`src/rtl/arc_pkg.sv`:
```
// arc_pkg: register map, field positions, reset values and conversion timing
// of the converter control block.
// assumes: one 32-bit APB slave, one bus clock, word-aligned registers.
package arc_pkg;

	// register byte offsets
	localparam logic [7:0] ARC_OFF_STATUS_CONTROL = 8'h00;
	localparam logic [7:0] ARC_OFF_CONVERTER_CTRL = 8'h04;
	localparam logic [7:0] ARC_OFF_PIN_ENABLE     = 8'h08;
	localparam logic [7:0] ARC_OFF_RESULT_HIGH    = 8'h0C;
	localparam logic [7:0] ARC_OFF_RESULT_LOW     = 8'h10;
	localparam logic [7:0] ARC_OFF_EVT_STATUS     = 8'h14;
	localparam logic [7:0] ARC_OFF_EVT_ENABLE     = 8'h18;

	// status_control_reg fields
	localparam int ARC_SC_DONE_BIT   = 7;
	localparam int ARC_SC_IRQEN_BIT  = 6;
	localparam int ARC_SC_CHAN_LSB   = 0;
	localparam int ARC_CHAN_W        = 3;

	// converter_control_reg fields
	localparam int ARC_C_PWR_BIT     = 7;
	localparam int ARC_C_DJM_BIT     = 6;
	localparam int ARC_C_RES8_BIT    = 5;
	localparam int ARC_C_SGN_BIT     = 4;
	localparam int ARC_C_PRS_LSB     = 0;
	localparam int ARC_PRS_W         = 4;

	// event status / enable fields
	localparam int ARC_EVT_DONE_BIT  = 0;
	localparam int ARC_EVT_ABORT_BIT = 1;
	localparam int ARC_EVT_W         = 2;

	// reset values
	localparam logic [7:0]           ARC_RST_SC  = 8'h00;
	localparam logic [7:0]           ARC_RST_C   = 8'h00;
	localparam logic [7:0]           ARC_RST_PE  = 8'h00;
	localparam logic [7:0]           ARC_RST_RES = 8'h00;
	localparam logic [ARC_EVT_W-1:0] ARC_RST_EVT = 2'h0;

	// conversion timing, in conversion clock cycles
	localparam int ARC_SAMPLE_TICKS  = 14;
	localparam int ARC_RES_BITS      = 10;

	// conversion sequencer states
	typedef enum logic [1:0]
	{
		ARC_IDLE   = 2'b00,
		ARC_SAMPLE = 2'b01,
		ARC_APPROX = 2'b10
	} arc_state_t;

endpackage : arc_pkg

```
`src/rtl/arc_prescaler.sv`:
```
// arc_prescaler: makes the conversion clock as a one-cycle tick of the bus clock.
// assumes: run is low while no conversion is active; divide factor is (prs+1)*2.
module arc_prescaler #(
	parameter int PRS_W = 4
) (
	// clock and reset
	input  wire logic             clock,
	input  wire logic             srst,
	// control
	input  wire logic             run,
	input  wire logic [PRS_W-1:0] prs,
	// conversion clock tick
	output logic                  tick
);
	localparam int CNT_W = PRS_W + 1;

	logic [CNT_W-1:0] cnt_r;
	logic [CNT_W-1:0] last;

	// terminal count of one conversion clock period
	assign last = {prs, 1'b1};
	assign tick = run && (cnt_r == last);

	// divider restarts whenever the sequencer is idle
	always_ff @(posedge clock)
	begin
		if (srst || !run || tick)
			cnt_r <= '0;
		else
			cnt_r <= cnt_r + CNT_W'(1);
	end

endmodule : arc_prescaler

```
`src/rtl/arc_converter_ctrl.sv`:
```
// arc_converter_ctrl: register file, conversion sequencer and completion interrupt
// of a successive-approximation converter.
// assumes: APB master on the bus clock; analog comparator and sample switch outside;
// comparator output is asynchronous and is synchronised here.
//
// Behaviour
// system reset restores all registers and powers the converter down.
// power-on bit resets cleared; converter stays disabled until software sets it.
// reset ends any conversion, clears done flag and the approximation register.
// reset cancels any pending completion interrupt.
// setting power-on does not reinitialise register contents.
// control register write stops a conversion, starts none, keeps other state.
// with interrupt enabled, request rises at conversion end with results loaded.
// with interrupt disabled, software polls the done flag.
// request stays high while done flag and interrupt enable are both set.
// any status and control register write clears the done flag.
// reading either result byte clears the done flag.
// seven software registers control the converter.
// status and control write starts a conversion, aborting any running one.
// pin enable write aborts any conversion and starts none.
// sampling lasts exactly 14 conversion clock cycles before approximation.
// clearing power-on aborts any conversion and enters low power.
// done flag sets in the cycle the result bytes are loaded.
//
// The placing of the registers and register access over APB are this design's own decisions.
module arc_converter_ctrl
	import arc_pkg::*;
#(
	parameter int SAMPLE_TICKS = arc_pkg::ARC_SAMPLE_TICKS
) (
	// clock and reset
	input  wire logic                           clock,
	input  wire logic                           srst,
	// apb slave
	input  wire logic                           psel,
	input  wire logic                           penable,
	input  wire logic                           pwrite,
	input  wire logic [7:0]                     paddr,
	input  wire logic [31:0]                    pwdata,
	input  wire logic [3:0]                     pstrb,
	output logic                                pready,
	output logic [31:0]                         prdata,
	output logic                                pslverr,
	// analog front end
	input  wire logic                           cmp_above,
	output logic                                sample_en,
	output logic [arc_pkg::ARC_RES_BITS-1:0]    sar_dac,
	output logic [arc_pkg::ARC_CHAN_W-1:0]      channel_sel,
	output logic [7:0]                          pin_enable,
	output logic                                converter_power_on,
	// interrupt
	output logic                                irq
);
	import arc_pkg::*;

	localparam int TCNT_W = $clog2(SAMPLE_TICKS + 1);
	localparam int IDX_W  = $clog2(ARC_RES_BITS);

	// register storage
	logic [7:0]           status_control_reg_r;
	logic [7:0]           converter_control_reg_r;
	logic [7:0]           input_pin_enable_reg_r;
	logic [7:0]           result_high_byte_r;
	logic [7:0]           result_low_byte_r;
	logic                 conversion_done_flag_r;
	logic [ARC_EVT_W-1:0] evt_status_r;
	logic [ARC_EVT_W-1:0] evt_enable_r;
	logic [31:0]          prdata_r;

	// sequencer
	arc_state_t              state_r;
	arc_state_t              state_nxt;
	logic [TCNT_W-1:0]       tick_cnt_r;
	logic [IDX_W-1:0]        bit_idx_r;
	logic [ARC_RES_BITS-1:0] sar_r;

	// comparator synchroniser
	logic cmp_meta_r;
	logic cmp_sync_r;

	// decoded strobes
	logic setup;
	logic access;
	logic wr_sc;
	logic wr_c;
	logic wr_pe;
	logic wr_evt_st;
	logic wr_evt_en;
	logic rd_result;
	logic mapped;
	logic tick;
	logic running;
	logic finish;
	logic abort;
	logic start;
	logic presc_run;
	logic completion_irq_enable;
	logic [7:0] wbyte;

	// true when an address hits one of the seven registers
	function automatic logic arc_hit(input logic [7:0] a);
		case (a)
			ARC_OFF_STATUS_CONTROL, ARC_OFF_CONVERTER_CTRL, ARC_OFF_PIN_ENABLE,
			ARC_OFF_RESULT_HIGH, ARC_OFF_RESULT_LOW, ARC_OFF_EVT_STATUS,
			ARC_OFF_EVT_ENABLE: arc_hit = 1'b1;
			default:            arc_hit = 1'b0;
		endcase
	endfunction : arc_hit

	// result byte layout from resolution, justification and sign selects
	function automatic logic [15:0] arc_format(input logic [ARC_RES_BITS-1:0] v,
		input logic res8, input logic djm, input logic sgn);
		logic [ARC_RES_BITS-1:0] s;
		s = v;
		if (sgn && !djm)
			s[ARC_RES_BITS-1] = ~v[ARC_RES_BITS-1];
		if (res8)
			arc_format = {s[9:2], 8'h00};
		else if (djm)
			arc_format = {6'h00, v[9:8], v[7:0]};
		else
			arc_format = {s[9:2], s[1:0], 6'h00};
	endfunction : arc_format

	// apb decode: registers answer with no wait state
	assign setup     = psel && !penable;
	assign access    = psel && penable;
	assign mapped    = arc_hit(paddr);
	assign wbyte     = pstrb[0] ? pwdata[7:0] : 8'h00;
	assign wr_sc     = access && pwrite && pstrb[0] && (paddr == ARC_OFF_STATUS_CONTROL);
	assign wr_c      = access && pwrite && pstrb[0] && (paddr == ARC_OFF_CONVERTER_CTRL);
	assign wr_pe     = access && pwrite && pstrb[0] && (paddr == ARC_OFF_PIN_ENABLE);
	assign wr_evt_st = access && pwrite && pstrb[0] && (paddr == ARC_OFF_EVT_STATUS);
	assign wr_evt_en = access && pwrite && pstrb[0] && (paddr == ARC_OFF_EVT_ENABLE);
	assign rd_result = access && !pwrite &&
		((paddr == ARC_OFF_RESULT_HIGH) || (paddr == ARC_OFF_RESULT_LOW));
	assign pready    = 1'b1;
	assign pslverr   = access && !mapped;
	assign prdata    = prdata_r;

	// read data captured in the setup cycle
	always_ff @(posedge clock)
	begin
		if (srst)
			prdata_r <= 32'h0000_0000;
		else if (setup && !pwrite)
		begin
			case (paddr)
				ARC_OFF_STATUS_CONTROL:
					prdata_r <= {24'h00_0000, conversion_done_flag_r, status_control_reg_r[6:0]};
				ARC_OFF_CONVERTER_CTRL: prdata_r <= {24'h00_0000, converter_control_reg_r};
				ARC_OFF_PIN_ENABLE:     prdata_r <= {24'h00_0000, input_pin_enable_reg_r};
				ARC_OFF_RESULT_HIGH:    prdata_r <= {24'h00_0000, result_high_byte_r};
				ARC_OFF_RESULT_LOW:     prdata_r <= {24'h00_0000, result_low_byte_r};
				ARC_OFF_EVT_STATUS:     prdata_r <= {24'h00_0000, {(8-ARC_EVT_W){1'b0}}, evt_status_r};
				ARC_OFF_EVT_ENABLE:     prdata_r <= {24'h00_0000, {(8-ARC_EVT_W){1'b0}}, evt_enable_r};
				default:                prdata_r <= 32'h0000_0000;
			endcase
		end
	end

	// status and control register; only reset restores it, never power-on
	always_ff @(posedge clock)
	begin
		if (srst)
			status_control_reg_r <= ARC_RST_SC;
		else if (wr_sc)
			status_control_reg_r <= {1'b0, wbyte[6:0]};
	end

	// control register holds power-on, format and prescaler selects
	always_ff @(posedge clock)
	begin
		if (srst)
			converter_control_reg_r <= ARC_RST_C;
		else if (wr_c)
			converter_control_reg_r <= wbyte;
	end

	// pin enable register
	always_ff @(posedge clock)
	begin
		if (srst)
			input_pin_enable_reg_r <= ARC_RST_PE;
		else if (wr_pe)
			input_pin_enable_reg_r <= wbyte;
	end

	// event enable register
	always_ff @(posedge clock)
	begin
		if (srst)
			evt_enable_r <= ARC_RST_EVT;
		else if (wr_evt_en)
			evt_enable_r <= wbyte[ARC_EVT_W-1:0];
	end

	assign converter_power_on    = converter_control_reg_r[ARC_C_PWR_BIT];
	assign completion_irq_enable = status_control_reg_r[ARC_SC_IRQEN_BIT];
	assign channel_sel           = status_control_reg_r[ARC_SC_CHAN_LSB +: ARC_CHAN_W];
	assign pin_enable            = input_pin_enable_reg_r;

	// start and abort causes
	assign running = (state_r != ARC_IDLE);
	assign start   = wr_sc && converter_power_on;
	assign abort   = running && (wr_c || wr_pe || wr_sc || !converter_power_on);
	assign finish  = (state_r == ARC_APPROX) && tick && (bit_idx_r == '0) && !abort;

	// divider restarts on every start, else a restart gets a short first tick
	assign presc_run = running && !start;

	// conversion clock
	arc_prescaler #(
		.PRS_W (ARC_PRS_W)
	) u_prescaler (
		.clock (clock),
		.srst  (srst),
		.run   (presc_run),
		.prs   (converter_control_reg_r[ARC_C_PRS_LSB +: ARC_PRS_W]),
		.tick  (tick)
	);

	// comparator pin passes two flip-flops
	always_ff @(posedge clock)
	begin
		if (srst)
		begin
			cmp_meta_r <= 1'b0;
			cmp_sync_r <= 1'b0;
		end
		else
		begin
			cmp_meta_r <= cmp_above;
			cmp_sync_r <= cmp_meta_r;
		end
	end

	// sequencer next state
	always_comb
	begin
		state_nxt = state_r;
		case (state_r)
			ARC_IDLE:
				if (start)
					state_nxt = ARC_SAMPLE;
			ARC_SAMPLE:
				if (start)
					state_nxt = ARC_SAMPLE;
				else if (abort)
					state_nxt = ARC_IDLE;
				else if (tick && (tick_cnt_r == TCNT_W'(SAMPLE_TICKS - 1)))
					state_nxt = ARC_APPROX;
			ARC_APPROX:
				if (start)
					state_nxt = ARC_SAMPLE;
				else if (abort || finish)
					state_nxt = ARC_IDLE;
			default:
				state_nxt = ARC_IDLE;
		endcase
	end

	// sequencer state; reset terminates any conversion
	always_ff @(posedge clock)
	begin
		if (srst)
			state_r <= ARC_IDLE;
		else
			state_r <= state_nxt;
	end

	// sampling window counter
	always_ff @(posedge clock)
	begin
		if (srst || state_nxt != ARC_SAMPLE || start)
			tick_cnt_r <= '0;
		else if (tick)
			tick_cnt_r <= tick_cnt_r + TCNT_W'(1);
	end

	// successive approximation: trial bit kept when the input stays above the dac
	always_ff @(posedge clock)
	begin
		if (srst)
		begin
			sar_r     <= '0;
			bit_idx_r <= '0;
		end
		else if (state_r == ARC_SAMPLE && state_nxt == ARC_APPROX)
		begin
			sar_r     <= {1'b1, {(ARC_RES_BITS-1){1'b0}}};
			bit_idx_r <= IDX_W'(ARC_RES_BITS - 1);
		end
		else if (state_nxt == ARC_IDLE && state_r != ARC_APPROX)
		begin
			sar_r     <= sar_r;
			bit_idx_r <= '0;
		end
		else if (state_r == ARC_APPROX && tick && !abort && !start)
		begin
			sar_r[bit_idx_r] <= cmp_sync_r;
			if (bit_idx_r != '0)
			begin
				sar_r[bit_idx_r - IDX_W'(1)] <= 1'b1;
				bit_idx_r                    <= bit_idx_r - IDX_W'(1);
			end
		end
	end

	// analog drive: switch closed only while sampling
	assign sample_en = (state_r == ARC_SAMPLE) && converter_power_on;
	assign sar_dac   = sar_r;

	// result bytes loaded from the final trial
	always_ff @(posedge clock)
	begin
		if (srst)
		begin
			result_high_byte_r <= ARC_RST_RES;
			result_low_byte_r  <= ARC_RST_RES;
		end
		else if (finish)
		begin
			{result_high_byte_r, result_low_byte_r} <= arc_format(
				{sar_r[ARC_RES_BITS-1:1], cmp_sync_r},
				converter_control_reg_r[ARC_C_RES8_BIT],
				converter_control_reg_r[ARC_C_DJM_BIT],
				converter_control_reg_r[ARC_C_SGN_BIT]);
		end
	end

	// done flag: completion wins over a same-cycle clear
	always_ff @(posedge clock)
	begin
		if (srst)
			conversion_done_flag_r <= 1'b0;
		else if (finish)
			conversion_done_flag_r <= 1'b1;
		else if (wr_sc || rd_result)
			conversion_done_flag_r <= 1'b0;
	end

	// sticky events, write one to clear, set wins over clear
	always_ff @(posedge clock)
	begin
		if (srst)
			evt_status_r <= ARC_RST_EVT;
		else
		begin
			if (finish)
				evt_status_r[ARC_EVT_DONE_BIT] <= 1'b1;
			else if (wr_evt_st && wbyte[ARC_EVT_DONE_BIT])
				evt_status_r[ARC_EVT_DONE_BIT] <= 1'b0;
			if (abort)
				evt_status_r[ARC_EVT_ABORT_BIT] <= 1'b1;
			else if (wr_evt_st && wbyte[ARC_EVT_ABORT_BIT])
				evt_status_r[ARC_EVT_ABORT_BIT] <= 1'b0;
		end
	end

	// level interrupt; polling path needs no enable
	assign irq = (conversion_done_flag_r && completion_irq_enable) ||
		(|(evt_status_r & evt_enable_r));

endmodule : arc_converter_ctrl

```
`config.mk`:
```
export PLATFORM = sky130hd
export DESIGN_NAME = arc_converter_ctrl
export DESIGN_NICKNAME = d
export VERILOG_FILES = /design/src/rtl/arc_pkg.sv /design/src/rtl/arc_prescaler.sv /design/src/rtl/arc_converter_ctrl.sv
export SDC_FILE = /design/constraint.sdc
export NUM_CORES = 1
export LEC_CHECK = 0
export ABC_AREA = 1
export CELL_PAD_IN_SITES_DETAIL_PLACEMENT = 2
export CELL_PAD_IN_SITES_GLOBAL_PLACEMENT = 2
export CORE_MARGIN = 1
export CORE_UTILIZATION = 37
export CTS_BUF_LIST = sky130_fd_sc_hd__clkbuf_8
export CTS_CLUSTER_DIAMETER = 120
export DETAILED_ROUTE_END_ITERATION = 8
export DONT_BUFFER_PORTS = 1
export GPL_TIMING_DRIVEN = 0
export PLACE_DENSITY = 0.92
export SETUP_SLACK_MARGIN = 0.5
export SYNTH_ARGS = -nofsm -noshare
export SYNTH_HDL_FRONTEND = slang
export SYNTH_HIERARCHICAL = 1
export SYNTH_SLANG_ARGS = --single-unit
```
`constraint.sdc`:
```
create_clock -name clock -period 2.75 [get_ports clock]
set_clock_uncertainty 0.2 [all_clocks]
set_input_delay 0.55 -clock clock [delete_from_list [all_inputs] [get_ports clock]]
set_output_delay 0.55 -clock clock [all_outputs]
set_load 0.05 [all_outputs]
```
==> results.md, run 1 <==
- Run status: complete, no violations
- Final period utilization: 90.2%
- Core area: 11500 sq um
- Adder-cell area share of the yosys netlist: 2.85%
- Power density of the placed cells: 460 nW/um^2
- First-pass GRT wire length: 27800 um
- Largest driver fanout on the critical path: 4
- Clock insertion delay at the later pin of the skew report: 0.39 ns
- Path type of the worst min-delay path: primary input to flip-flop
- Post-synthesis mux area share: 0%
- Hold Path Depth: 2
- Worst VDD drop: 0.000387 V
- Die height: 111 um
- Number of antenna violations at the first check in global routing: 0
- # fillers: 1292
- Number of buffer and inverter instances along the worst setup path: 2
- Worst Hold Endpoint: cmp_meta_r
- Data required time at the worst endpoint: 2.00 ns
- Sequential standard cell area: 1590 sq um
- Sequential area share after synthesis: 36.1%
- Worst Max-Slew Pin Slew: 1.16 ns
- Nature of the critical path startpoint: primary input
- Top cells by area in the synthesized netlist: sky130_fd_sc_hd__dfxtp_1 36%, sky130_fd_sc_hd__nand2_1 8.7%, sky130_fd_sc_hd__a21oi_1 7.5%
- Xor-xnor portion of the synthesized cell area: 1.40%
- Routed length per placed instance: 26.9 um
- Maximum capacitance violations: 0
- Ys flop type: sky130_fd_sc_hd__dfxtp_1
- Port Buffer Count: 0
- Global placement routability congestion: 0.893
- Maximum buffer depth of the clock tree: 2
- Residual DRC: 0
- Die boundary width: 111 um
- Launch point of the worst hold path: cmp_above
- Signed area change from the synthesized netlist to the final layout: 21.8%
- Via count of the first global-routing pass: 4858
- Placed insts: 752
- FF-to-FF path depth: 14
- Terminus of the critical flop-to-flop path: sar_dac[9]
- Shortest period the worst path allows: 2.48 ns
- Leakage power: 2.14 nW
- Mapped Cells: 586
- Internal reg-to-reg setup slack: 0.42 ns
- Synthesis warning total: 6
- Floorplan die area: 12300 sq um
- Library cell occupying the most area in the post-synthesis netlist: sky130_fd_sc_hd__dfxtp_1
- Number of flip-flops and latches in the synthesized netlist: 79
- Placement row count: 39
- CP top delay family: simple AND/OR/NAND/NOR gates
- Largest family of logic cells by synthesized area: simple AND/OR/NAND/NOR gates
- Cell at the root of the clock tree: sky130_fd_sc_hd__clkbuf_8
- Maximum achievable frequency: 0.403 GHz
- Reg-to-Reg Start: converter_control_reg_r[7]
- Number of synthesized flops with an enable pin: 0
- Non-filler cells, final: 786
- Final design utilization: 46.6%
- Data arrival time of the critical path: 1.73 ns
- CP max stage cell: sky130_fd_sc_hd__nor2_4
- Final Setup Violations: 0
- Clock-pin slew reported for the worst setup and hold paths after clock tree synthesis: 0.09 ns
- Pin count of the biggest net entering global routing: 14
- Number of nets at the end of the flow: 699
- Area of combinational cells with multiple inputs: 2520 sq um
- Initial DRT Pass Iterations: 4
- Final slew viol count: 0
- DR vias: 4587
- Synthesized cell area: 4380 sq um
- Final wirelength: 21200 um
- Initial DRC Count: 292
- Effective utilization at floorplan: 38.2%
- Inserted Diodes: 0
- Layout cells sized above 1: 26.3%
- Total GRT Usage: 29.8%
- Relative max-transition margin: 22.3%
- DP HPWL: 11300 um
- Post-synthesis area per instance: 7.48 sq um
- Most prevalent standard cell on the critical path: sky130_fd_sc_hd__nor2_4
- Max incr delay on CP: 0.34 ns
- Proportion of netlist area held by the largest area contributor: 36.1%
- RSZ-0062 raised after global routing: yes
- CTS tree: done
- Post-synthesis compound-gate area fraction: 20.2%
- Critical path cell sequence: inv_2 -> nand2_2 -> nor2_4 -> nand2_8 -> clkinv_4 -> nor4_4 -> nand4_1 -> nor2_4
- Number of buffers created by CTS: 9
- H-tree Lvls: 3
- Critical path endpoint category: output port
- DRT antenna net count: 0
- Post-synthesis share of cell area spent on and, or, nand and nor gates: 25.2%
- Proportion of register bits with asynchronous set or reset after synthesis: 0%
- Count of distinct cell types in the synthesized netlist: 46
- Worst setup path start: paddr[3]
- Count of boundary I/O pins: 108
- Number of sinks on the clock net: 79
- Total power: 2.46 mW
- Number of vias per cell after detailed routing: 5.84
- Final hold vios: 0
- Worst setup path class: primary input to output port
- Overflow after GRT: 0
## through the flow
step | area, sq um | worst slack [ns] | TNS, ns | hold slack, ns
after floorplan | 4530 | 0.354 | 0 | 0.188
after global placement | 4710 | 0.0341 | 0 | 0.193
after detailed placement | 4710 | -0.106 | -1.06 | 0.221
after CTS | 5120 | 0.335 | 0 | 0.0506
after global routing | 5340 | 0.272 | 0 | 0.0529
final | 5340 | 0.271 | 0 | 0.0537
## worst max-delay path by stage
stage / to / slack, ns / cells past startpoint
2_1_floorplan: result_high_byte_r[4] / 0.35 / 17
3_3_place_gp: result_high_byte_r[0] / 0.03 / 17
3_5_place_dp: result_high_byte_r[0] / -0.11 / 17
4_1_cts: pslverr / 0.33 / 7
5_1_grt: pslverr / 0.27 / 8
6_report: pslverr / 0.27 / 8
## registers in the layout (all words and copies together) (netlist names), 5 cells and up
| register | cells |
|---|---|
| sar_dac | 10 |
| status_control_reg_r | 7 |
| u_prescaler/cnt_r | 5 |
| prdata | 8 |
| converter_control_reg_r | 8 |
| result_low_byte_r | 8 |
| result_high_byte_r | 8 |
| pin_enable | 8 |
## cell families (layout without fill, tap and decap cells)
family,after synthesis,after routing
adder cells (fa/ha/maj),10,10
XOR/XNOR,7,7
AND/OR/NAND/NOR,212,212
other,2,25
buffers and inverters,119,153
AO/OA/AOI/OAI,157,157
flip-flops,79,79
## final cells by class
class	count	share of cell area, %
repair buffers	19	2.98
clock inverters	6	2.06
well taps	143	3.35
multi-input cells	411	47.1
flip-flops and latches	79	29.8
clock buffers	9	2.32
inverters	74	5.62
plain buffers	45	6.77
## cell usage after synthesis (2+ instances only)
cell type / n
sky130_fd_sc_hd__nand4_2: 2
sky130_fd_sc_hd__nor3_2: 3
sky130_fd_sc_hd__nor2_2: 12
sky130_fd_sc_hd__o21ai_1: 4
sky130_fd_sc_hd__xor2_1: 5
sky130_fd_sc_hd__a21oi_2: 3
sky130_fd_sc_hd__conb_1: 2
sky130_fd_sc_hd__nand2_4: 3
sky130_fd_sc_hd__a211oi_2: 3
sky130_fd_sc_hd__o22ai_1: 5
sky130_fd_sc_hd__xnor2_1: 2
sky130_fd_sc_hd__nand3_2: 4
sky130_fd_sc_hd__nor2_8: 3
sky130_fd_sc_hd__nor2_1: 26
sky130_fd_sc_hd__inv_1: 68
sky130_fd_sc_hd__o211ai_1: 5
sky130_fd_sc_hd__clkinv_1: 2
sky130_fd_sc_hd__a21oi_1: 66
sky130_fd_sc_hd__nor3_1: 3
sky130_fd_sc_hd__buf_2: 4
sky130_fd_sc_hd__o21ai_0: 54
sky130_fd_sc_hd__dfxtp_1: 79
sky130_fd_sc_hd__nand4_1: 3
sky130_fd_sc_hd__buf_4: 28
sky130_fd_sc_hd__or2_0: 4
sky130_fd_sc_hd__nand2_1: 102
sky130_fd_sc_hd__buf_6: 4
sky130_fd_sc_hd__nand3_1: 30
sky130_fd_sc_hd__a31oi_1: 4
sky130_fd_sc_hd__ha_1: 10
sky130_fd_sc_hd__nand2_2: 10
sky130_fd_sc_hd__a211oi_1: 9
sky130_fd_sc_hd__clkbuf_1: 6
sky130_fd_sc_hd__inv_2: 4
sky130_fd_sc_hd__nand3_4: 2
sky130_fd_sc_hd__nor2_4: 2
## worst register-to-register path, stage by stage (launching register included)
cell	delay, ns
sky130_fd_sc_hd__dfxtp_4	0.43
sky130_fd_sc_hd__nand3_4	0.11
sky130_fd_sc_hd__nand2_2	0.06
sky130_fd_sc_hd__inv_2	0.08
sky130_fd_sc_hd__nand3_2	0.07
sky130_fd_sc_hd__nor2_2	0.11
sky130_fd_sc_hd__nand2_2	0.09
sky130_fd_sc_hd__inv_4	0.09
sky130_fd_sc_hd__nand4_1	0.17
sky130_fd_sc_hd__buf_4	0.20
sky130_fd_sc_hd__nand2_2	0.08
sky130_fd_sc_hd__nand4_4	0.23
sky130_fd_sc_hd__nand3_1	0.19
sky130_fd_sc_hd__nand2_1	0.08
sky130_fd_sc_hd__inv_1	0.11
## metal layers
metal	GRT usage, %	share of wire [%]	vias to the layer above
met1	32.4	39	2319
met2	52.2	51	198
met4	19.0	5.9	0
met3	6.62	4.9	83
met5	0	0	-
li1	-	-	1987
## placed cells by master, fill, tap and decap left out, types with 4 or more instances in the layout
master / n
sky130_fd_sc_hd__a31oi_1: 4
sky130_fd_sc_hd__inv_1: 61
sky130_fd_sc_hd__clkbuf_8: 9
sky130_fd_sc_hd__nand3_2: 4
sky130_fd_sc_hd__nand2_4: 7
sky130_fd_sc_hd__ha_1: 9
sky130_fd_sc_hd__xor2_1: 5
sky130_fd_sc_hd__a21oi_1: 62
sky130_fd_sc_hd__o22ai_1: 5
sky130_fd_sc_hd__or2_0: 4
sky130_fd_sc_hd__nand2_1: 91
sky130_fd_sc_hd__nand2_2: 15
sky130_fd_sc_hd__conb_1: 25
sky130_fd_sc_hd__dfxtp_1: 75
sky130_fd_sc_hd__nor2_2: 11
sky130_fd_sc_hd__buf_12: 4
sky130_fd_sc_hd__inv_2: 6
sky130_fd_sc_hd__a21oi_2: 7
sky130_fd_sc_hd__o21ai_1: 8
sky130_fd_sc_hd__nand3_1: 27
sky130_fd_sc_hd__clkbuf_1: 5
sky130_fd_sc_hd__buf_4: 46
sky130_fd_sc_hd__inv_4: 4
sky130_fd_sc_hd__nor2_4: 12
sky130_fd_sc_hd__a211oi_1: 9
sky130_fd_sc_hd__nand3_4: 5
sky130_fd_sc_hd__nor2_1: 17
sky130_fd_sc_hd__o211ai_1: 5
sky130_fd_sc_hd__o21ai_0: 49
## repair_timing
action / in CTS / in global routing
resized for setup: 28 / 43
cloned: 0 / 0
hold buffers: 0 / 0
setup endpoints to repair: 40 / 40
pin swaps: 13 / 19
setup buffers: 11 / 8
## power breakdown
part / total, mW / switching (mW) / internal [mW]
combinational: 0.200 / 0.155 / 0.0456
clock: 1.11 / 0.514 / 0.598
sequential: 1.14 / 0.00167 / 1.14
Note: power is estimated with default switching activity, not from simulation.
==> run 2: changes to the inputs <==
ABC_AREA = not set   (was 1)
CORE_UTILIZATION = 38   (was 37)
==> run 2 against run 1 <==
- the flow now finishes with violations (setup timing)
- critical endpoint is now result_high_byte_r[7]
- utilization up 10 points
- cell count is 6.0% lower
- maximum frequency fell by 28%
- register-to-register slack got worse by 1.1 ns
- first-iteration DRC count rose by 78%
- largest cell class unchanged
- clock-buffer cell count is 1 higher
- clock power down 9%
- hold slack improved by 0.075 ns
- critical path depth up 4
- largest power group unchanged
- sequential power about the same
- die area is 4.6% lower
==> results.md, run 2 <==
- Floorplan die area: 11700 sq um (-4.6%)
- Relative max-transition margin: 16.7% (-5.6 points)
- Critical path endpoint category: flip-flop
- Residual DRC: 0 (unchanged)
- Count of distinct cell types in the synthesized netlist: 59 (+28%)
- Pre-CTS setup slack: -1.31 ns (-1.21 ns)
- DRT antenna net count: 0 (unchanged)
- CTS tree: done
- Internal reg-to-reg setup slack: -0.71 ns (-1.13 ns)
- RSZ-0062 raised after global routing: yes
- Maximum capacitance violations: 0 (unchanged)
- Clock-pin slew reported for the worst setup and hold paths after clock tree synthesis: 0.10 ns (about the same)
- Maximum achievable frequency: 0.289 GHz (-28%)
- Top routing layer used: met5
- Combinational cell fraction of total power: 10.8% (+2.7 points)
- Final hold vios: 0 (unchanged)
- Synthesis warning total: 6 (unchanged)
- Initial DRT Pass Iterations: 7 (+3)
- Terminus of the critical flop-to-flop path: result_high_byte_r[7]
- Data required time at the worst endpoint: 2.80 ns (+0.80 ns)
- Mapped Cells: 513 (-12%)
- Number of flip-flops and latches in the synthesized netlist: 79 (unchanged)
- Routed length per placed instance: 38.8 um (+44%)
- Flop pwr share: 47.4% (+0.8 points)
- Proportion of netlist area held by the largest area contributor: 36.9% (+0.78 points)
- Wire length on met1: 10300 um (+26%)
- Most prevalent standard cell on the critical path: sky130_fd_sc_hd__buf_8
- Core area: 10900 sq um (-4.6%)
- Effective utilization at floorplan: 39.2% (+1.0 points)
- FF-to-FF path depth: 12 (-2)
- Top cells by area in the synthesized netlist: sky130_fd_sc_hd__dfxtp_1 37%, sky130_fd_sc_hd__mux2i_1 5.4%, sky130_fd_sc_hd__buf_4 4.9%
- Final design utilization: 56.8% (+10 points)
- Area of combinational cells with multiple inputs: 3140 sq um (+25%)
- Failing checks: setup timing
- Final slew viol count: 0 (unchanged)
- Final wirelength: 28700 um (+36%)
- Proportion of register bits with asynchronous set or reset after synthesis: 0% (unchanged)
- Number of synthesized flops with an enable pin: 0 (unchanged)
- Final Setup Violations: 43 (+43)
- First-pass GRT wire length: 34800 um (+25%)
- Number of antenna violations at the first check in global routing: 4 (+4)
- Ys flop type: sky130_fd_sc_hd__dfxtp_1
- Data arrival time of the critical path: 3.52 ns (+1.79 ns)
- Library cell occupying the most area in the post-synthesis netlist: sky130_fd_sc_hd__dfxtp_1
- Die boundary width: 108 um (-2.3%)
- Run status: finished with violations
- Placement row count: 38 (-2.6%)
- Nature of the critical path startpoint: flip-flop
- Total GRT Usage: 41.6% (+12 points)
- Reg-to-Reg Start: state_r[0]
- Critical path cell sequence: nor2_1 -> a21oi_2 -> nand2_2 -> a2111oi_4 -> and3_4 -> buf_8 -> nand4_1 -> or3_4 -> buf_8 -> buf_6 -> a311oi_2 -> nor3_1
- Number of nets at the end of the flow: 652 (-6.7%)
- Final period utilization: 126% (+36 points)
- Clock Power Share: 41.8% (-3.5 points)
- Count of boundary I/O pins: 108 (unchanged)
- Power density of the placed cells: 390 nW/um^2 (-15%)
- Most frequent cells in the layout: 77 x sky130_fd_sc_hd__dfxtp_1, 52 x sky130_fd_sc_hd__buf_4, 37 x sky130_fd_sc_hd__nor2_1
- Post-synthesis area per instance: 8.36 sq um (+12%)
- Port Buffer Count: 0 (unchanged)
- Cell at the root of the clock tree: sky130_fd_sc_hd__clkbuf_8
- Maximum buffer depth of the clock tree: 2 (unchanged)
- Worst VDD drop: 0.000498 V (+29%)
- Met3 routed WL: 2830 um (+170%)
- CP top delay family: simple AND/OR/NAND/NOR gates
- Worst Max-Slew Pin Slew: 1.25 ns (+0.0898 ns)
- Commonest cells in the netlist: 79 x sky130_fd_sc_hd__dfxtp_1, 51 x sky130_fd_sc_hd__nand2_1, 49 x sky130_fd_sc_hd__nor2_1
- Dominant cell by count in the synthesized netlist: sky130_fd_sc_hd__dfxtp_1
- Most common library cell in the layout ignoring fill and taps: sky130_fd_sc_hd__dfxtp_1
- Layout cells sized above 1: 41.7% (+15 points)
- Pin count of the biggest net entering global routing: 14 (unchanged)
- CP max stage cell: sky130_fd_sc_hd__dfxtp_1
- # fillers: 1097 (-15%)
- Sequential standard cell area: 1590 sq um (-0.16%)
- Number of buffers created by CTS: 9 (unchanged)
- Path type of the worst min-delay path: primary input to flip-flop
- Worst setup path class: flip-flop to flip-flop
- Clock insertion delay at the later pin of the skew report: 0.41 ns (+0.02 ns)
- DR vias: 5147 (+12%)
- Number of buffer and inverter instances along the worst setup path: 3 (+1)
- Number of sinks on the clock net: 79 (unchanged)
- Initial DRC Count: 520 (+78%)
- Net switching share of the total power: 31.6% (+4.3 points)
- Global placement routability congestion: 0.856 (-4.1%)
- Max incr delay on CP: 0.51 ns (+0.17 ns)
- Shortest period the worst path allows: 3.46 ns (+0.986 ns)
- Die height: 108 um (-2.3%)
- Overflow after GRT: 0 (unchanged)
- Switching power of the nets: 0.764 mW (+14%)
- Sequential area share after synthesis: 36.9% (+0.78 points)
- Setup tns final: -19.71 ns (-19.71 ns)
- Largest driver fanout on the critical path: 5 (+1)
- H-tree Lvls: 3 (unchanged)
- Last element of the critical path: result_high_byte_r[7]
- DP HPWL: 12300 um (+8.6%)
- Total met2 wirelength after detailed routing: 13100 um (+22%)
- Synthesized cell area: 4290 sq um (-2.1%)
- Signed area change from the synthesized netlist to the final layout: 44.6%
- Pint: 1.65 mW (-7.4%)
- Setup slack of the critical path after layout: -0.715 ns (-0.986 ns)
- Depth of the critical timing path with buffers and inverters included: 12 (+4)
- Number of vias per cell after detailed routing: 6.96 (+19%)
- Via count of the first global-routing pass: 5205 (+7.1%)
- Leakage power: 2.19 nW (+2.4%)
- Worst setup path start: state_r[0]
- Max FFs per register: 10 (unchanged)
## run 2: cell types whose count changed after synthesis, moves of 9 or more
| cell | delta |
|---|---|
| sky130_fd_sc_hd__nor2_1 | +23 |
| sky130_fd_sc_hd__a21oi_1 | -27 |
| sky130_fd_sc_hd__a311oi_1 | +13 |
| sky130_fd_sc_hd__mux2i_1 | +23 |
| sky130_fd_sc_hd__inv_1 | -48 |
| sky130_fd_sc_hd__o21ai_0 | -42 |
| sky130_fd_sc_hd__nand2_2 | -10 |
| sky130_fd_sc_hd__nor3_1 | +9 |
| sky130_fd_sc_hd__nand2_1 | -51 |
| sky130_fd_sc_hd__nor2_2 | -12 |
| sky130_fd_sc_hd__clkbuf_1 | +21 |
## run 2: repair_timing
| action | CTS | global route |
|---|---|---|
| setup endpoints to repair | 72 | 79 |
| pin swaps | 51 | 43 |
| hold buffers | 0 | 0 |
| cloned | 7 | 1 |
| gates resized for setup | 115 | 88 |
| buffers inserted | 25 | 12 |
## run 2: worst min-delay path by stage
stage,startpoint,end,cells past startpoint
floorplan,cmp_meta_r,cmp_sync_r,1
global placement,cmp_meta_r,cmp_sync_r,1
detailed placement,result_low_byte_r[6],result_low_byte_r[6],2
CTS,cmp_above,cmp_meta_r,1
global route,cmp_above,cmp_meta_r,1
finish,cmp_above,cmp_meta_r,1
## run 2: cells by family (layout without fill, tap and decap cells)
group                      Yosys count  after routing  synth area share (%)
and+or+nand+nor                    191            191                  21.8
other                                2             27                 0.175
buffers and inverters               82            143                  9.89
muxes                               31             31                  9.04
AOI/OAI and AO/OA                  109            109                  17.5
DFF                                 79             79                  36.9
xor gates and xnor gates             9              9                  1.84
adders and majority gates           10             10                  2.92
## run 2: worst register-to-register path: stages (launching register included)
cell and delay, ns:
sky130_fd_sc_hd__dfxtp_1 0.51, sky130_fd_sc_hd__nor2_1 0.19, sky130_fd_sc_hd__a21oi_2 0.20, sky130_fd_sc_hd__nand2_2 0.08
sky130_fd_sc_hd__a2111oi_4 0.28, sky130_fd_sc_hd__and3_4 0.27, sky130_fd_sc_hd__buf_8 0.12, sky130_fd_sc_hd__nand4_1 0.20
sky130_fd_sc_hd__or3_4 0.46, sky130_fd_sc_hd__buf_8 0.18, sky130_fd_sc_hd__buf_6 0.13, sky130_fd_sc_hd__a311oi_2 0.37
sky130_fd_sc_hd__nor3_1 0.11
## run 2: final cells by class
cell class                      instances  share of cell area (%)
Timing Repair Buffer                   45                    7.30
Clock buffer                           10                    2.22
Antenna cell                            2                  0.0806
Sequential cell                        79                    25.6
Tap cell                              140                    2.82
Inverter                               21                    1.27
Clock inverter                          6                   0.988
Multi-Input combinational cell        375                    50.5
Buffer                                 61                    9.23
## run 2: power groups by stage
stage	Sequential [mW]	Combinational [mW]	Clock, mW
after global routing	1.15	0.264	1.03
after detailed placement	1.17	0.205	0
final	1.15	0.261	1.01
after global placement	1.17	0.198	0
after floorplan	1.17	0.174	0
after CTS	1.15	0.223	0.953
## run 2: metrics by stage
stage	area (sq um)	cells	total power [mW]	hold slack, ns
global route	6200	738	2.44	0.124
global placement	4750	676	1.37	0.220
detailed placement	4750	676	1.38	0.261
CTS	5750	724	2.32	0.107
floorplan	4580	536	1.35	0.214
finish	6210	739	2.42	0.128
## run 2: metal layers
metal / global-route usage [%] / up-vias
li1: - / 1939
met1: 45.8 / 2565
met2: 71.5 / 441
met3: 11.0 / 198
met4: 25.5 / 4
met5: 0 / -
==> run 3: changes to the inputs <==
BUFFER_PORTS_ARGS = -buffer_cell sky130_fd_sc_hd__buf_2   (was not set)
CORE_UTILIZATION = 32   (was 38)
DONT_BUFFER_PORTS = not set   (was 1)
==> run 3 against run 2 <==
- the flow still finishes with violations (setup timing)
- largest power group unchanged
- first-iteration DRC count down 5.2%
- critical path type is now primary input to flip-flop
- die area up 18%
- total power down 0.49%
- cell count up 12%
==> results.md, run 3 (same netlist as run 2, synthesis figures left out) <==
- Run status: finished with violations
- Failing checks: setup timing
- Port Buffer Count: 53 (+53)
- Worst Max-Slew Pin Slew: 1.19 ns (-0.0549 ns)
- Clock-pin slew reported for the worst setup and hold paths after clock tree synthesis: 0.10 ns (about the same)
- Overflow after GRT: 0 (unchanged)
- Routed length per placed instance: 34.5 um (-11%)
- Leakage power: 2.49 nW (+14%)
- Maximum achievable frequency: 0.290 GHz (+0.43%)
- Final period utilization: 125% (-0.54 points)
- Pin count of the biggest net entering global routing: 13 (-1)
- DR vias: 5159 (+0.23%)
- Maximum buffer depth of the clock tree: 2 (unchanged)
- Pre-CTS setup slack: -1.41 ns (-0.101 ns)
- Residual DRC: 0 (unchanged)
- Hold Path Depth: 2 (+1)
- Nature of the critical path startpoint: primary input
- Number of nets at the end of the flow: 707 (+8.4%)
- Setup slack of the critical path after layout: -0.700 ns (+0.0148 ns)
- Reg-to-Reg Start: state_r[1]
- Critical path endpoint category: flip-flop
- Cell at the root of the clock tree: sky130_fd_sc_hd__clkbuf_8
- FF-to-FF path depth: 12 (unchanged)
- Count of boundary I/O pins: 108 (unchanged)
- Most utilized layer in the global route result: met2
- Setup tns final: -21.38 ns (-1.67 ns)
- Die height: 118 um (+8.8%)
- Initial DRC Count: 493 (-5.2%)
- Power density of the placed cells: 364 nW/um^2 (-6.7%)
- Met3 track demand over resource: 5.43% (-5.6 points)
- Number of antenna violations at the first check in global routing: 1 (-3)
- Number of vias per cell after detailed routing: 6.25 (-10%)
- Effective utilization at floorplan: 33.5% (-5.8 points)
- Maximum capacitance violations: 0 (unchanged)
- Largest driver fanout on the critical path: 5 (unchanged)
- Initial DRT Pass Iterations: 5 (-2)
- Floorplan die area: 13900 sq um (+18%)
- Worst setup path class: primary input to flip-flop
- Number of sinks on the clock net: 79 (unchanged)
- Total GRT Usage: 33.5% (-8.1 points)
- Die boundary width: 118 um (+8.8%)
- Core area: 12800 sq um (+17%)
- Data arrival time of the critical path: 3.53 ns (about the same)
- Terminus of the critical flop-to-flop path: result_high_byte_r[0]
- Final wirelength: 28500 um (-0.80%)
- Most common library cell in the layout ignoring fill and taps: sky130_fd_sc_hd__dfxtp_1
- Signed area change from the synthesized netlist to the final layout: 54.3%
- Clock insertion delay at the later pin of the skew report: 0.39 ns (-0.02 ns)
- Via count of the first global-routing pass: 5280 (+1.4%)
- Final hold vios: 0 (unchanged)
- Worst Hold Endpoint: cmp_meta_r
- Launch point of the worst hold path: cmp_above
- Layout cells sized above 1: 46.3% (+4.6 points)
- Global placement routability congestion: 0.868 (+1.4%)
- Met1 track utilization from global routing: 36.8% (-9.0 points)
- Placement row count: 41 (+7.9%)
- Internal reg-to-reg setup slack: -0.57 ns (+0.14 ns)
- H-tree Lvls: 3 (unchanged)
- Shortest period the worst path allows: 3.45 ns (-0.0148 ns)
- Data required time at the worst endpoint: 2.83 ns (+0.03 ns)
- CTS tree: done
- Met2 track demand over resource in global routing: 60.2% (-11 points)
- RSZ-0062 raised after global routing: yes
- Number of buffers inserted for hold repair after clock tree synthesis: 0 (unchanged)
- First-pass GRT wire length: 34600 um (-0.46%)
- Path type of the worst min-delay path: primary input to flip-flop
- Relative max-transition margin: 20.3% (+3.7 points)
- # fillers: 1307 (+19%)
- Worst VDD drop: 0.000204 V (-59%)
- DP HPWL: 12300 um (-0.27%)
- Final slew viol count: 0 (unchanged)
- DRT antenna net count: 0 (unchanged)
- Max FFs per register: 10 (unchanged)
- Most frequent cells in the layout: 76 x sky130_fd_sc_hd__dfxtp_1, 53 x sky130_fd_sc_hd__buf_4, 46 x sky130_fd_sc_hd__buf_2
- Number of buffers created by CTS: 9 (unchanged)
- Final Setup Violations: 42 (-2.3%)
## run 3: layer usage
metal,wire length (um),up-vias
met3,2120,138
met4,2070,0
met1,10300,2580
li1,-,2043
met2,13900,398
met5,0,-
## run 3: final cells by class
| cell class | instances | area (sq um) | share of cell area, % |
|---|---|---|---|
| inverters | 21 | 82.6 | 1.25 |
| clock buffers | 10 | 138 | 2.08 |
| clock inverters | 6 | 53.8 | 0.813 |
| flip-flops and latches | 79 | 1590 | 24.0 |
| repair buffers | 100 | 803 | 12.1 |
| diodes | 1 | 2.50 | 0.0378 |
| plain buffers | 61 | 554 | 8.37 |
| well taps | 172 | 215 | 3.25 |
| multi-input cells | 375 | 3180 | 48.0 |
## run 3: where the power goes
part	leakage [nW]	internal (mW)	switching (mW)	total [mW]
sequential	0.638	1.14	0.00304	1.15
clock	0.106	0.435	0.529	0.964
combinational	1.75	0.0889	0.208	0.297
total	2.49	1.67	0.740	2.41
## run 3: how the worst max path moves through the flow
stage          startpoint                     to  slack (ns)  cells after the start
2_1_floorplan    paddr[0]             sar_dac[1]       -0.75                     13
3_3_place_gp     paddr[0]             sar_dac[3]       -1.27                     14
3_5_place_dp     pstrb[0]             sar_dac[4]       -1.41                     14
4_1_cts          paddr[6]             sar_dac[1]       -0.60                     14
5_1_grt          pstrb[0]   result_low_byte_r[4]       -0.79                     16
6_report         pstrb[0]  result_high_byte_r[0]       -0.70                     15
## run 3: worst max-delay path, stage by stage
cell,delay [ns]
sky130_fd_sc_hd__buf_12,0.11
sky130_fd_sc_hd__nand4_1,0.24
sky130_fd_sc_hd__or4_4,0.22
sky130_fd_sc_hd__nor3_4,0.05
sky130_fd_sc_hd__a21oi_2,0.21
sky130_fd_sc_hd__nand2_2,0.10
sky130_fd_sc_hd__a2111oi_4,0.30
sky130_fd_sc_hd__and3_4,0.25
sky130_fd_sc_hd__buf_8,0.12
sky130_fd_sc_hd__nand4_1,0.23
sky130_fd_sc_hd__buf_4,0.24
sky130_fd_sc_hd__nor3_4,0.37
sky130_fd_sc_hd__buf_6,0.18
sky130_fd_sc_hd__nor2_1,0.05
sky130_fd_sc_hd__a311oi_1,0.28
## run 3: what timing repair did
action | CTS | global route
setup buffers | 19 | 21
endpoints found under the hold margin | 0 | 0
pin swaps | 44 | 46
gates cloned | 7 | 0
endpoints found under the setup margin | 79 | 79
resized for setup | 109 | 118
## run 3: stage by stage
step,area [sq um],hold slack [ns],total power [mW],cells,util [%]
final,6620,0.237,2.41,825,51.6
after global routing,6620,0.239,2.44,825,51.6
after CTS,5960,0.238,2.28,803,46.4
after detailed placement,5060,0.236,1.40,761,39.4
after global placement,5060,0.216,1.39,761,39.4
after floorplan,4580,0.214,1.35,536,-
